`src/verilog/torque_reach_defs.vh`:
```
// constants for the torque reach and output conditioning block
`ifndef TORQUE_REACH_DEFS_VH
`define TORQUE_REACH_DEFS_VH

// ----------------------------------------------------------------
// register indices and byte addresses (byte address = 4 * index)
// ----------------------------------------------------------------
`define IDX_POLARITY      16'h3374
`define IDX_THRESHOLD     16'h3375
`define IDX_REACH_TIME    16'h3376
`define IDX_BRAKE_OHMS    16'h337b
`define IDX_BRAKE_WATTS   16'h337c
`define IDX_EVENT_STATUS  16'h3390
`define IDX_EVENT_MASK    16'h3391
`define IDX_CONTROL       16'h3392
`define IDX_STATE         16'h3393
`define ADDR_POLARITY     32'h0000_cdd0
`define ADDR_THRESHOLD    32'h0000_cdd4
`define ADDR_REACH_TIME   32'h0000_cdd8
`define ADDR_BRAKE_OHMS   32'h0000_cdec
`define ADDR_BRAKE_WATTS  32'h0000_cdf0
`define ADDR_EVENT_STATUS 32'h0000_ce40
`define ADDR_EVENT_MASK   32'h0000_ce44
`define ADDR_CONTROL      32'h0000_ce48
`define ADDR_STATE        32'h0000_ce4c

// ----------------------------------------------------------------
// field positions
// ----------------------------------------------------------------
`define POL_PAIR_A        0
`define POL_PAIR_B        1
`define POL_PAIR_C        3
`define EVT_DETECT_ON     0
`define EVT_DETECT_OFF    1
`define EVT_RANGE_ERR     2
`define CTRL_RESTORE      0

// ----------------------------------------------------------------
// reset values and legal ranges
// ----------------------------------------------------------------
`define RST_POLARITY      16'h0000
`define RST_THRESHOLD     16'h0064
`define RST_REACH_TIME    16'h000a
`define RST_BRAKE_OHMS    16'h0064
`define RST_BRAKE_WATTS   16'h0000
`define MAX_POLARITY      16'h000f
`define MIN_THRESHOLD     16'h0003
`define MAX_THRESHOLD     16'h012c
`define MIN_REACH_TIME    16'h0001
`define MAX_REACH_TIME    16'h03e8
`define MIN_BRAKE_OHMS    16'h000a
`define MAX_BRAKE_OHMS    16'h012c
`define MIN_BRAKE_WATTS   16'h0000
`define MAX_BRAKE_WATTS   16'h07d0

// ----------------------------------------------------------------
// timing
// ----------------------------------------------------------------
`define CLK_PERIOD_NS     10
`define MS_IN_NS          1000000
`define CYCLES_PER_MS     (`MS_IN_NS / `CLK_PERIOD_NS)

`endif

```
`src/verilog/torque_reach_output_conditioning.v`:
```
// torque reach detector, output polarity and braking settings with ahb-lite registers
//
// Function
// - output pair a is inverted when polarity bit 0 is set.
// - output pair b is inverted when polarity bit 1 is set.
// - output pair c is inverted when polarity bit 3 is set.
// - torque compared to a 3 to 300 percent threshold, default 100.
// - over-threshold must last longer than 1 to 1000 ms, default 10.
// - detect output turns on after qualification time has passed.
// - brake resistor settings survive a restore of defaults.
//
// Register access over AHB-Lite was chosen for this implementation.
`timescale 1ns/1ps
`include "torque_reach_defs.vh"
module torque_reach_output_conditioning #(
	parameter integer CYCLES_PER_MS = `CYCLES_PER_MS,
	parameter integer PRE_W         = 17,
	parameter integer TIME_W        = 10
) (
	input  wire        core_clk,
	input  wire        resetn,
	input  wire        hsel,
	input  wire [31:0] haddr,
	input  wire [1:0]  htrans,
	input  wire        hwrite,
	input  wire [2:0]  hsize,
	input  wire [31:0] hwdata,
	input  wire        hready,
	output wire        hreadyout,
	output wire        hresp,
	output reg  [31:0] hrdata,
	input  wire [15:0] torque_pct,
	input  wire        src_a,
	input  wire        src_b,
	input  wire        src_c,
	output reg         output_pair_a,
	output reg         output_pair_b,
	output reg         output_pair_c,
	output wire        torque_limit_detect_out,
	output wire        irq
);

// ----------------------------------------------------------------
// registers
// ----------------------------------------------------------------
reg  [15:0] output_polarity_select;
reg  [15:0] torque_reach_threshold;
reg  [15:0] torque_reach_time;
reg  [15:0] brake_resistor_ohms;
reg  [15:0] brake_resistor_watts;
reg  [2:0]  event_status;
reg  [2:0]  event_mask;
reg         detect_prev;
reg         wr_pend;
reg  [31:0] wr_addr;
reg  [31:0] next_rdata;
reg  [2:0]  next_status;
wire        over;
wire        reached;
wire        addr_phase;
wire [15:0] wval;
wire        hi_zero;
wire        wr_pol;
wire        wr_thr;
wire        wr_time;
wire        wr_ohms;
wire        wr_watts;
wire        wr_status;
wire        wr_mask;
wire        wr_ctrl;
wire        ok_pol;
wire        ok_thr;
wire        ok_time;
wire        ok_ohms;
wire        ok_watts;
wire        range_err;
wire        restore;
wire        ev_on;
wire        ev_off;
wire        rd_take;
wire        wr_take;
wire [1:0]  state_bits;
wire        take_pol;
wire        take_thr;
wire        take_time;
wire        take_ohms;
wire        take_watts;

// ----------------------------------------------------------------
// bus slave
// ----------------------------------------------------------------
// zero wait state slave, always OKAY
assign hreadyout  = 1'b1;
assign hresp      = 1'b0;
assign addr_phase = hsel && htrans[1] && hready && (hsize == 3'b010);
// writes land at the end of their data phase
assign rd_take    = addr_phase && !hwrite;
assign wr_take    = addr_phase && hwrite;

always @(posedge core_clk or negedge resetn) begin
	if (!resetn) begin
		wr_pend <= 1'b0;
		wr_addr <= 32'h0000_0000;
	end else if (hready) begin
		wr_pend <= wr_take;
		wr_addr <= haddr;
	end
end

// read data captured at the address phase
always @* begin
	next_rdata = 32'h0000_0000;
	if (haddr == `ADDR_POLARITY) begin
		next_rdata = {16'h0000, output_polarity_select};
	end else if (haddr == `ADDR_THRESHOLD) begin
		next_rdata = {16'h0000, torque_reach_threshold};
	end else if (haddr == `ADDR_REACH_TIME) begin
		next_rdata = {16'h0000, torque_reach_time};
	end else if (haddr == `ADDR_BRAKE_OHMS) begin
		next_rdata = {16'h0000, brake_resistor_ohms};
	end else if (haddr == `ADDR_BRAKE_WATTS) begin
		next_rdata = {16'h0000, brake_resistor_watts};
	end else if (haddr == `ADDR_EVENT_STATUS) begin
		next_rdata = {29'h0000_0000, event_status};
	end else if (haddr == `ADDR_EVENT_MASK) begin
		next_rdata = {29'h0000_0000, event_mask};
	end else if (haddr == `ADDR_STATE) begin
		next_rdata = {30'h0000_0000, state_bits};
	end
end

always @(posedge core_clk or negedge resetn) begin
	if (!resetn) begin
		hrdata <= 32'h0000_0000;
	end else if (rd_take) begin
		hrdata <= next_rdata;
	end
end

// ----------------------------------------------------------------
// write decode and range checks
// ----------------------------------------------------------------
assign wval      = hwdata[15:0];
assign hi_zero   = (hwdata[31:16] == 16'h0000);
assign wr_pol    = wr_pend && (wr_addr == `ADDR_POLARITY);
assign wr_thr    = wr_pend && (wr_addr == `ADDR_THRESHOLD);
assign wr_time   = wr_pend && (wr_addr == `ADDR_REACH_TIME);
assign wr_ohms   = wr_pend && (wr_addr == `ADDR_BRAKE_OHMS);
assign wr_watts  = wr_pend && (wr_addr == `ADDR_BRAKE_WATTS);
assign wr_status = wr_pend && (wr_addr == `ADDR_EVENT_STATUS);
assign wr_mask   = wr_pend && (wr_addr == `ADDR_EVENT_MASK);
assign wr_ctrl   = wr_pend && (wr_addr == `ADDR_CONTROL);

assign ok_pol   = hi_zero && (wval <= `MAX_POLARITY);
assign ok_thr   = hi_zero && (wval >= `MIN_THRESHOLD) && (wval <= `MAX_THRESHOLD);
assign ok_time  = hi_zero && (wval >= `MIN_REACH_TIME) && (wval <= `MAX_REACH_TIME);
assign ok_ohms  = hi_zero && (wval >= `MIN_BRAKE_OHMS) && (wval <= `MAX_BRAKE_OHMS);
// watts floor is zero: only the ceiling can be broken
assign ok_watts = hi_zero && (wval <= `MAX_BRAKE_WATTS);

// ----------------------------------------------------------------
// accepted writes
// ----------------------------------------------------------------
assign take_pol   = wr_pol && ok_pol;
assign take_thr   = wr_thr && ok_thr;
assign take_time  = wr_time && ok_time;
// brake values taken only by a write
assign take_ohms  = wr_ohms && ok_ohms;
assign take_watts = wr_watts && ok_watts;

// rejected writes raise the range event
assign range_err = (wr_pol && !ok_pol) || (wr_thr && !ok_thr) || (wr_time && !ok_time)
	|| (wr_ohms && !ok_ohms) || (wr_watts && !ok_watts);
assign restore   = wr_ctrl && hwdata[`CTRL_RESTORE];

// ----------------------------------------------------------------
// parameter registers
// ----------------------------------------------------------------
always @(posedge core_clk or negedge resetn) begin
	if (!resetn) begin
		output_polarity_select <= `RST_POLARITY;
		torque_reach_threshold <= `RST_THRESHOLD;
		torque_reach_time      <= `RST_REACH_TIME;
	end else if (restore) begin
		output_polarity_select <= `RST_POLARITY;
		torque_reach_threshold <= `RST_THRESHOLD;
		torque_reach_time      <= `RST_REACH_TIME;
	end else begin
		if (take_pol) begin
			output_polarity_select <= wval;
		end
		if (take_thr) begin
			torque_reach_threshold <= wval;
		end
		if (take_time) begin
			torque_reach_time <= wval;
		end
	end
end

always @(posedge core_clk or negedge resetn) begin
	if (!resetn) begin
		brake_resistor_ohms  <= `RST_BRAKE_OHMS;
		brake_resistor_watts <= `RST_BRAKE_WATTS;
	end else begin
		if (take_ohms) begin
			brake_resistor_ohms <= wval;
		end
		if (take_watts) begin
			brake_resistor_watts <= wval;
		end
	end
end

// ----------------------------------------------------------------
// torque reach detection
// ----------------------------------------------------------------
// compare torque to threshold
assign over = (torque_pct > torque_reach_threshold);
// state word: bit1 over threshold, bit0 detect
assign state_bits = {over, reached};

reach_timer #(
	.TIME_W   (TIME_W),
	.PRE_W    (PRE_W),
	.PRESCALE (CYCLES_PER_MS)
) u_reach_timer (
	.core_clk (core_clk),
	.resetn   (resetn),
	.over     (over),
	.limit_ms (torque_reach_time[TIME_W-1:0]),
	.reached  (reached)
);

assign torque_limit_detect_out = reached;

// ----------------------------------------------------------------
// output polarity
// ----------------------------------------------------------------
always @(posedge core_clk or negedge resetn) begin
	if (!resetn) begin
		output_pair_a <= 1'b0;
		output_pair_b <= 1'b0;
		output_pair_c <= 1'b0;
	end else begin
		// one cycle of latency on every pair
		// pair a, b and c polarity
		output_pair_a <= src_a ^ output_polarity_select[`POL_PAIR_A];
		output_pair_b <= src_b ^ output_polarity_select[`POL_PAIR_B];
		output_pair_c <= src_c ^ output_polarity_select[`POL_PAIR_C];
	end
end

// ----------------------------------------------------------------
// events and interrupt
// ----------------------------------------------------------------
// edges of the detect output
assign ev_on  = reached && !detect_prev;
assign ev_off = !reached && detect_prev;

// write one to clear, a new event wins
always @* begin
	next_status = event_status;
	if (wr_status) begin
		next_status = event_status & ~hwdata[2:0];
	end
	if (ev_on) begin
		next_status[`EVT_DETECT_ON] = 1'b1;
	end
	if (ev_off) begin
		next_status[`EVT_DETECT_OFF] = 1'b1;
	end
	if (range_err) begin
		next_status[`EVT_RANGE_ERR] = 1'b1;
	end
end

always @(posedge core_clk or negedge resetn) begin
	if (!resetn) begin
		detect_prev  <= 1'b0;
		event_status <= 3'h0;
		event_mask   <= 3'h0;
	end else begin
		detect_prev  <= reached;
		event_status <= next_status;
		if (wr_mask) begin
			event_mask <= hwdata[2:0];
		end
	end
end

assign irq = |(event_status & event_mask);

endmodule

```
`src/verilog/reach_timer.v`:
```
// qualification timer: counts whole milliseconds while over threshold
`timescale 1ns/1ps
module reach_timer #(
	parameter integer TIME_W   = 10,
	parameter integer PRE_W    = 17,
	parameter integer PRESCALE = 100000
) (
	input  wire              core_clk,
	input  wire              resetn,
	input  wire              over,
	input  wire [TIME_W-1:0] limit_ms,
	output reg               reached
);

localparam integer      PRE_LAST_I = PRESCALE - 1;
localparam [PRE_W-1:0]  PRE_LAST   = PRE_LAST_I[PRE_W-1:0];
localparam [TIME_W-1:0] MS_SAT   = {TIME_W{1'b1}};

reg [PRE_W-1:0]  pre;
reg [TIME_W-1:0] ms_count;

always @(posedge core_clk or negedge resetn) begin
	if (!resetn) begin
		pre      <= {PRE_W{1'b0}};
		ms_count <= {TIME_W{1'b0}};
		reached  <= 1'b0;
	end else if (!over) begin
		pre      <= {PRE_W{1'b0}};
		ms_count <= {TIME_W{1'b0}};
		reached  <= 1'b0;
	end else begin
		if (pre == PRE_LAST) begin
			pre <= {PRE_W{1'b0}};
			if (ms_count != MS_SAT) begin
				ms_count <= ms_count + 1'b1;
			end
		end else begin
			pre <= pre + 1'b1;
		end
		reached <= (ms_count >= limit_ms);
	end
end

endmodule

```
`config.mk`:
```
export PLATFORM = sky130hd
export DESIGN_NAME = torque_reach_output_conditioning
export DESIGN_NICKNAME = d
export VERILOG_FILES = /design/src/verilog/torque_reach_output_conditioning.v /design/src/verilog/reach_timer.v
export VERILOG_INCLUDE_DIRS = /design/src /design/src/verilog
export SDC_FILE = /design/constraint.sdc
export NUM_CORES = 1
export LEC_CHECK = 0
export ABC_AREA = 1
export BUFFER_PORTS_ARGS = -buffer_cell sky130_fd_sc_hd__buf_2
export CORE_MARGIN = 3
export CORE_UTILIZATION = 54
export CTS_BUF_LIST = sky130_fd_sc_hd__clkbuf_2 sky130_fd_sc_hd__clkbuf_4 sky130_fd_sc_hd__clkbuf_8
export CTS_CLUSTER_DIAMETER = 200
export DETAILED_ROUTE_END_ITERATION = 16
export GPL_TIMING_DRIVEN = 0
export PLACE_DENSITY_LB_ADDON = 0.08
export SYNTH_ARGS = -nofsm -noshare
export SYNTH_HDL_FRONTEND = slang
export SYNTH_SLANG_ARGS = --single-unit
```
`constraint.sdc`:
```
create_clock -name core_clk -period 2.2 [get_ports core_clk]
set_clock_uncertainty 0.15 [all_clocks]
set_input_delay 0.55 -clock core_clk [delete_from_list [all_inputs] [get_ports core_clk]]
set_output_delay 0.55 -clock core_clk [all_outputs]
set_load 0.05 [all_outputs]
```
==> metrics.md <==
| Metric | Value |
|---|---|
| Final Setup Violations | 52 |
| Ys async rst share | 100.0% |
| Final hold violation count | 0 |
| # DRC | 0 |
| Detailed placement HPWL | 17160 um |
| Clk buf depth | 2 |
| HP Class | input pin to flop |
| Clock Pin Slew Worst Setup and Hold Paths | 0.09 ns |
| Wire per inst | 15.61 um |
| Setup ws final | -0.1232 ns |
| Slew at the pin with the worst max-slew slack | 0.5498 ns |
| Util after Layout | 70.33% |
| Syn avg cell area | around 8 um^2 |
| Leak pwr | 5.763 nW |
| Design Area, Final | 0.01133 mm^2 |
| Grt ovf | 0 |
| H-tree lvl count | 4 |
| Largest net degree at the start of global routing | 104 |
| Die Wd | 135.4 um |
| Number of max-cap violations | 0 |
| Initial antenna violation count | 0 |
| Post-route ant nets | 0 |
| Worst Path Arrival | roughly 2.5 ns |
| Layout overhead on the synthesized area | 25.42% |
| Post-Route WL | 24230 um |
| First-pass detailed-route iteration total | 5 |
| Synth warnings | 0 |
| Final Cycle Share | 105.6% |
| CTS tree | done |
| Slew Limit Fails | 0 |
| Overall Global Routing Usage | around a quarter |
| Fillers | 1317 |
| Site row count | 46 |
| Fin crit period | approximately 2.3 ns |
| Most used DFF post-synth | dfrtp_1 |
| Data required, critical path | 2.39 ns |
| Worst-skew pair later-pin latency | 0.46 ns |
| Total clock sinks | between 150 and 200 |
| DR vias/cell | 5.316 |
| Reg area | approximately 0.0042 mm^2 |
| CP max FO | 7 |
| Die Height | roughly 140 um |
| Number of distinct library cells after synthesis | 52 |
| Power Dens Cells | between 500 and 600 mW/mm^2 |
| Total Die Area | 0.01832 mm^2 |
| Register bit count reported by yosys | 167 |
| PortBufs | roughly 110 |
| CTS Buf Count | 17 |
| Number of diodes | 0 |
| Vias in the first global route | 7596 |
| Peak supply drop | 390.9 uV |
| RSZ-0062 raised after global routing | yes |
| Global-route wire length before repair | approximately 37000 um |
| Nets@finish | 1444 |
| Sequential area share after synthesis | between 40% and 50% |
| Vias | between 8000 and 9000 |
| Status | complete, but fails checks |
| Clock Tree Root | clkbuf_8 |
| Cells after Synth | about 1100 |
| Worst setup SP type | flop |
| Core outline area | 0.01612 mm^2 |
| Setup CP Type | flop to flop |
| Fmax | 0.4304 GHz |
| Failing checks | negative setup slack |
| Worst Setup End Kind | flop |
| Placed Area | 0.009973 mm^2 |
| Starting Density | 56.07% |
| Gp weighted congestion | ~0.90 |
| Slew headroom | 63.35% |
| Num ports | 132 |
| Multi-input logic area | 0.004478 mm^2 |
| Layout cells sized above 1 | 27.69% |
| Post-Syn Area | 0.009036 mm^2 |
| Post-synth EDFFs | 0 |
| Initial DRC Count | 646 |
-- through the flow --
step / hold WS, ns / TNS (ns) / setup WS, ns / power [W] / cells
finish: 0.1140 / -3.185 / -0.1232 / 0.006251 / 1552
global route: 0.09797 / -9.371 / -0.1954 / 0.006485 / 1552
CTS: 0.09470 / -0.2657 / -0.05289 / 0.006225 / 1532
floorplan: 0.1044 / -0.01022 / -0.01022 / 0.003658 / 1154
global placement: 0.3034 / -393.60 / -2.198 / 0.003915 / 1481
detailed placement: 0.3080 / -38.65 / -0.5999 / 0.003933 / 1482
-- sequential cells by signal, indices dropped and copies added, names as in the netlist, 3 cells and up --
signal / flops
brake_resistor_ohms: 16
u_reach_timer.pre: 17
brake_resistor_watts: 16
hrdata: 16
event_mask: 3
output_polarity_select: 16
u_reach_timer.ms_count: 10
torque_reach_threshold: 16
torque_reach_time: 16
wr_addr: 32
event_status: 3
-- cell type report --
| class | instances | area share (%) |
|---|---|---|
| plain buffers | 39 | 2.672 |
| multi-input cells | 777 | 39.51 |
| inverters | 170 | 5.763 |
| flip-flops and latches | 167 | 36.96 |
| clock inverters | 12 | 1.248 |
| well taps | 216 | 2.385 |
| repair buffers | 151 | 9.086 |
| clock buffers | 20 | 2.374 |
-- metal layers --
layer | up-vias | GRT usage [%] | share of wire (%)
li1 | 3992 | - | -
met1 | 3887 | 37.21 | 44
met2 | 329 | 40.90 | 48
met3 | 42 | 4.160 | 7.0
met4 | 0 | 6.439 | 1.6
met5 | - | 0 | 0
-- worst max-delay path, stage by stage, from the launching register on --
cell	delay [ns]
dfrtp_1	0.39
inv_2	0.05
nand4_1	0.11
buf_6	0.15
buf_6	0.11
nor4_4	0.36
nand4_1	0.27
nor2_4	0.21
inv_4	0.10
nand2_1	0.08
inv_1	0.06
nand2_1	0.08
o21ai_0	0.09
-- power breakdown --
group	internal [W]	switching, W
registers	0.00316	0.0000583
clock network	0.00110	0.00118
logic	0.000258	0.000495
total	0.00451	0.00174
-- cells in the final DEF (no fill, tap or decap), types with 7 or more instances in the layout --
| cell type | instances |
|---|---|
| nand2_1 | 262 |
| dfrtp_1 | 159 |
| inv_1 | 152 |
| buf_2 | 112 |
| nor2_1 | 93 |
| nand3_1 | 61 |
| o21ai_0 | 51 |
| buf_4 | 41 |
| a21oi_1 | 30 |
| nand4_1 | 24 |
| ha_1 | 24 |
| nor2_2 | 22 |
| nor3_1 | 22 |
| o21ai_2 | 22 |
| clkbuf_8 | 19 |
| o21ai_1 | 18 |
| conb_1 | 18 |
| nand2_2 | 15 |
| inv_2 | 13 |
| nor3_2 | 12 |
| buf_6 | 12 |
| xor2_1 | 10 |
| nor2_4 | 9 |
| clkbuf_1 | 9 |
| dfstp_2 | 8 |
| nand3_2 | 7 |
-- final timing paths --
check / start / end / slack, ns / cells after the start
worst max register to register: wr_addr[12]$_DFFE_PN0P_ / torque_reach_threshold[8]$_DFFE_PN0P_ / -0.12 / 12
max in group asynchronous: resetn / torque_reach_time[1]$_DFFE_PN1P_ / 0.58 / 3
worst min register to register: u_reach_timer.pre[0]$_DFF_PN0_ / u_reach_timer.pre[0]$_DFF_PN0_ / 0.32 / 1
worst max-delay path: wr_addr[12]$_DFFE_PN0P_ / torque_reach_threshold[8]$_DFFE_PN0P_ / -0.12 / 12
min in group asynchronous: resetn / wr_addr[22]$_DFFE_PN0P_ / 0.46 / 2
worst min-delay path: src_b / output_pair_b$_DFF_PN0_ / 0.11 / 2
-- what timing repair did --
action,CTS,global route
pin swaps,13,39
hold buffers,1,0
hold endpoints to repair,61,0
cloned,0,5
setup buffers,18,15
resized for setup,34,117
setup endpoints to repair,108,120
-- Yosys cell counts (3+ instances only) --
library cell / count / area [um^2]
nor2_1: 118 / 442.9
o21ai_1: 16 / 80.08
nand4_1: 24 / 150.1
ha_1: 28 / 350.3
o21ai_0: 61 / 305.3
clkbuf_1: 11 / 41.29
nor3_2: 5 / 50.05
nor4_1: 11 / 68.82
or2_1: 3 / 18.77
dfstp_2: 8 / 210.2
o21ai_2: 15 / 131.4
inv_1: 160 / 600.6
nand3_1: 68 / 340.3
o22ai_1: 8 / 50.05
dfrtp_1: 159 / 3979
nand2_2: 10 / 62.56
nand2_1: 273 / 1025
nor3b_1: 3 / 22.52
nor2_2: 4 / 25.02
buf_6: 4 / 45.04
xor2_1: 10 / 87.58
nor4_2: 4 / 50.05
buf_4: 20 / 150.1
nor3_1: 33 / 165.2
buf_2: 4 / 20.02
and3_1: 4 / 25.02
inv_2: 10 / 37.54
a21oi_1: 31 / 155.2
-- kinds of logic (layout without fill, tap and decap cells) --
group	count (synthesis)	count (layout)	share of synthesized area, %
XOR/XNOR	12	12	1.163
buffers and inverters	210	392	9.942
AO/OA/AOI/OAI	141	141	8.848
adder cells (fa/ha/maj)	28	28	3.877
AND/OR/NAND/NOR	577	577	29.60
other	2	18	0.08311
flip-flops	167	167	46.36
multiplexers	1	1	0.1246
Power figures use the tool's default switching activity.
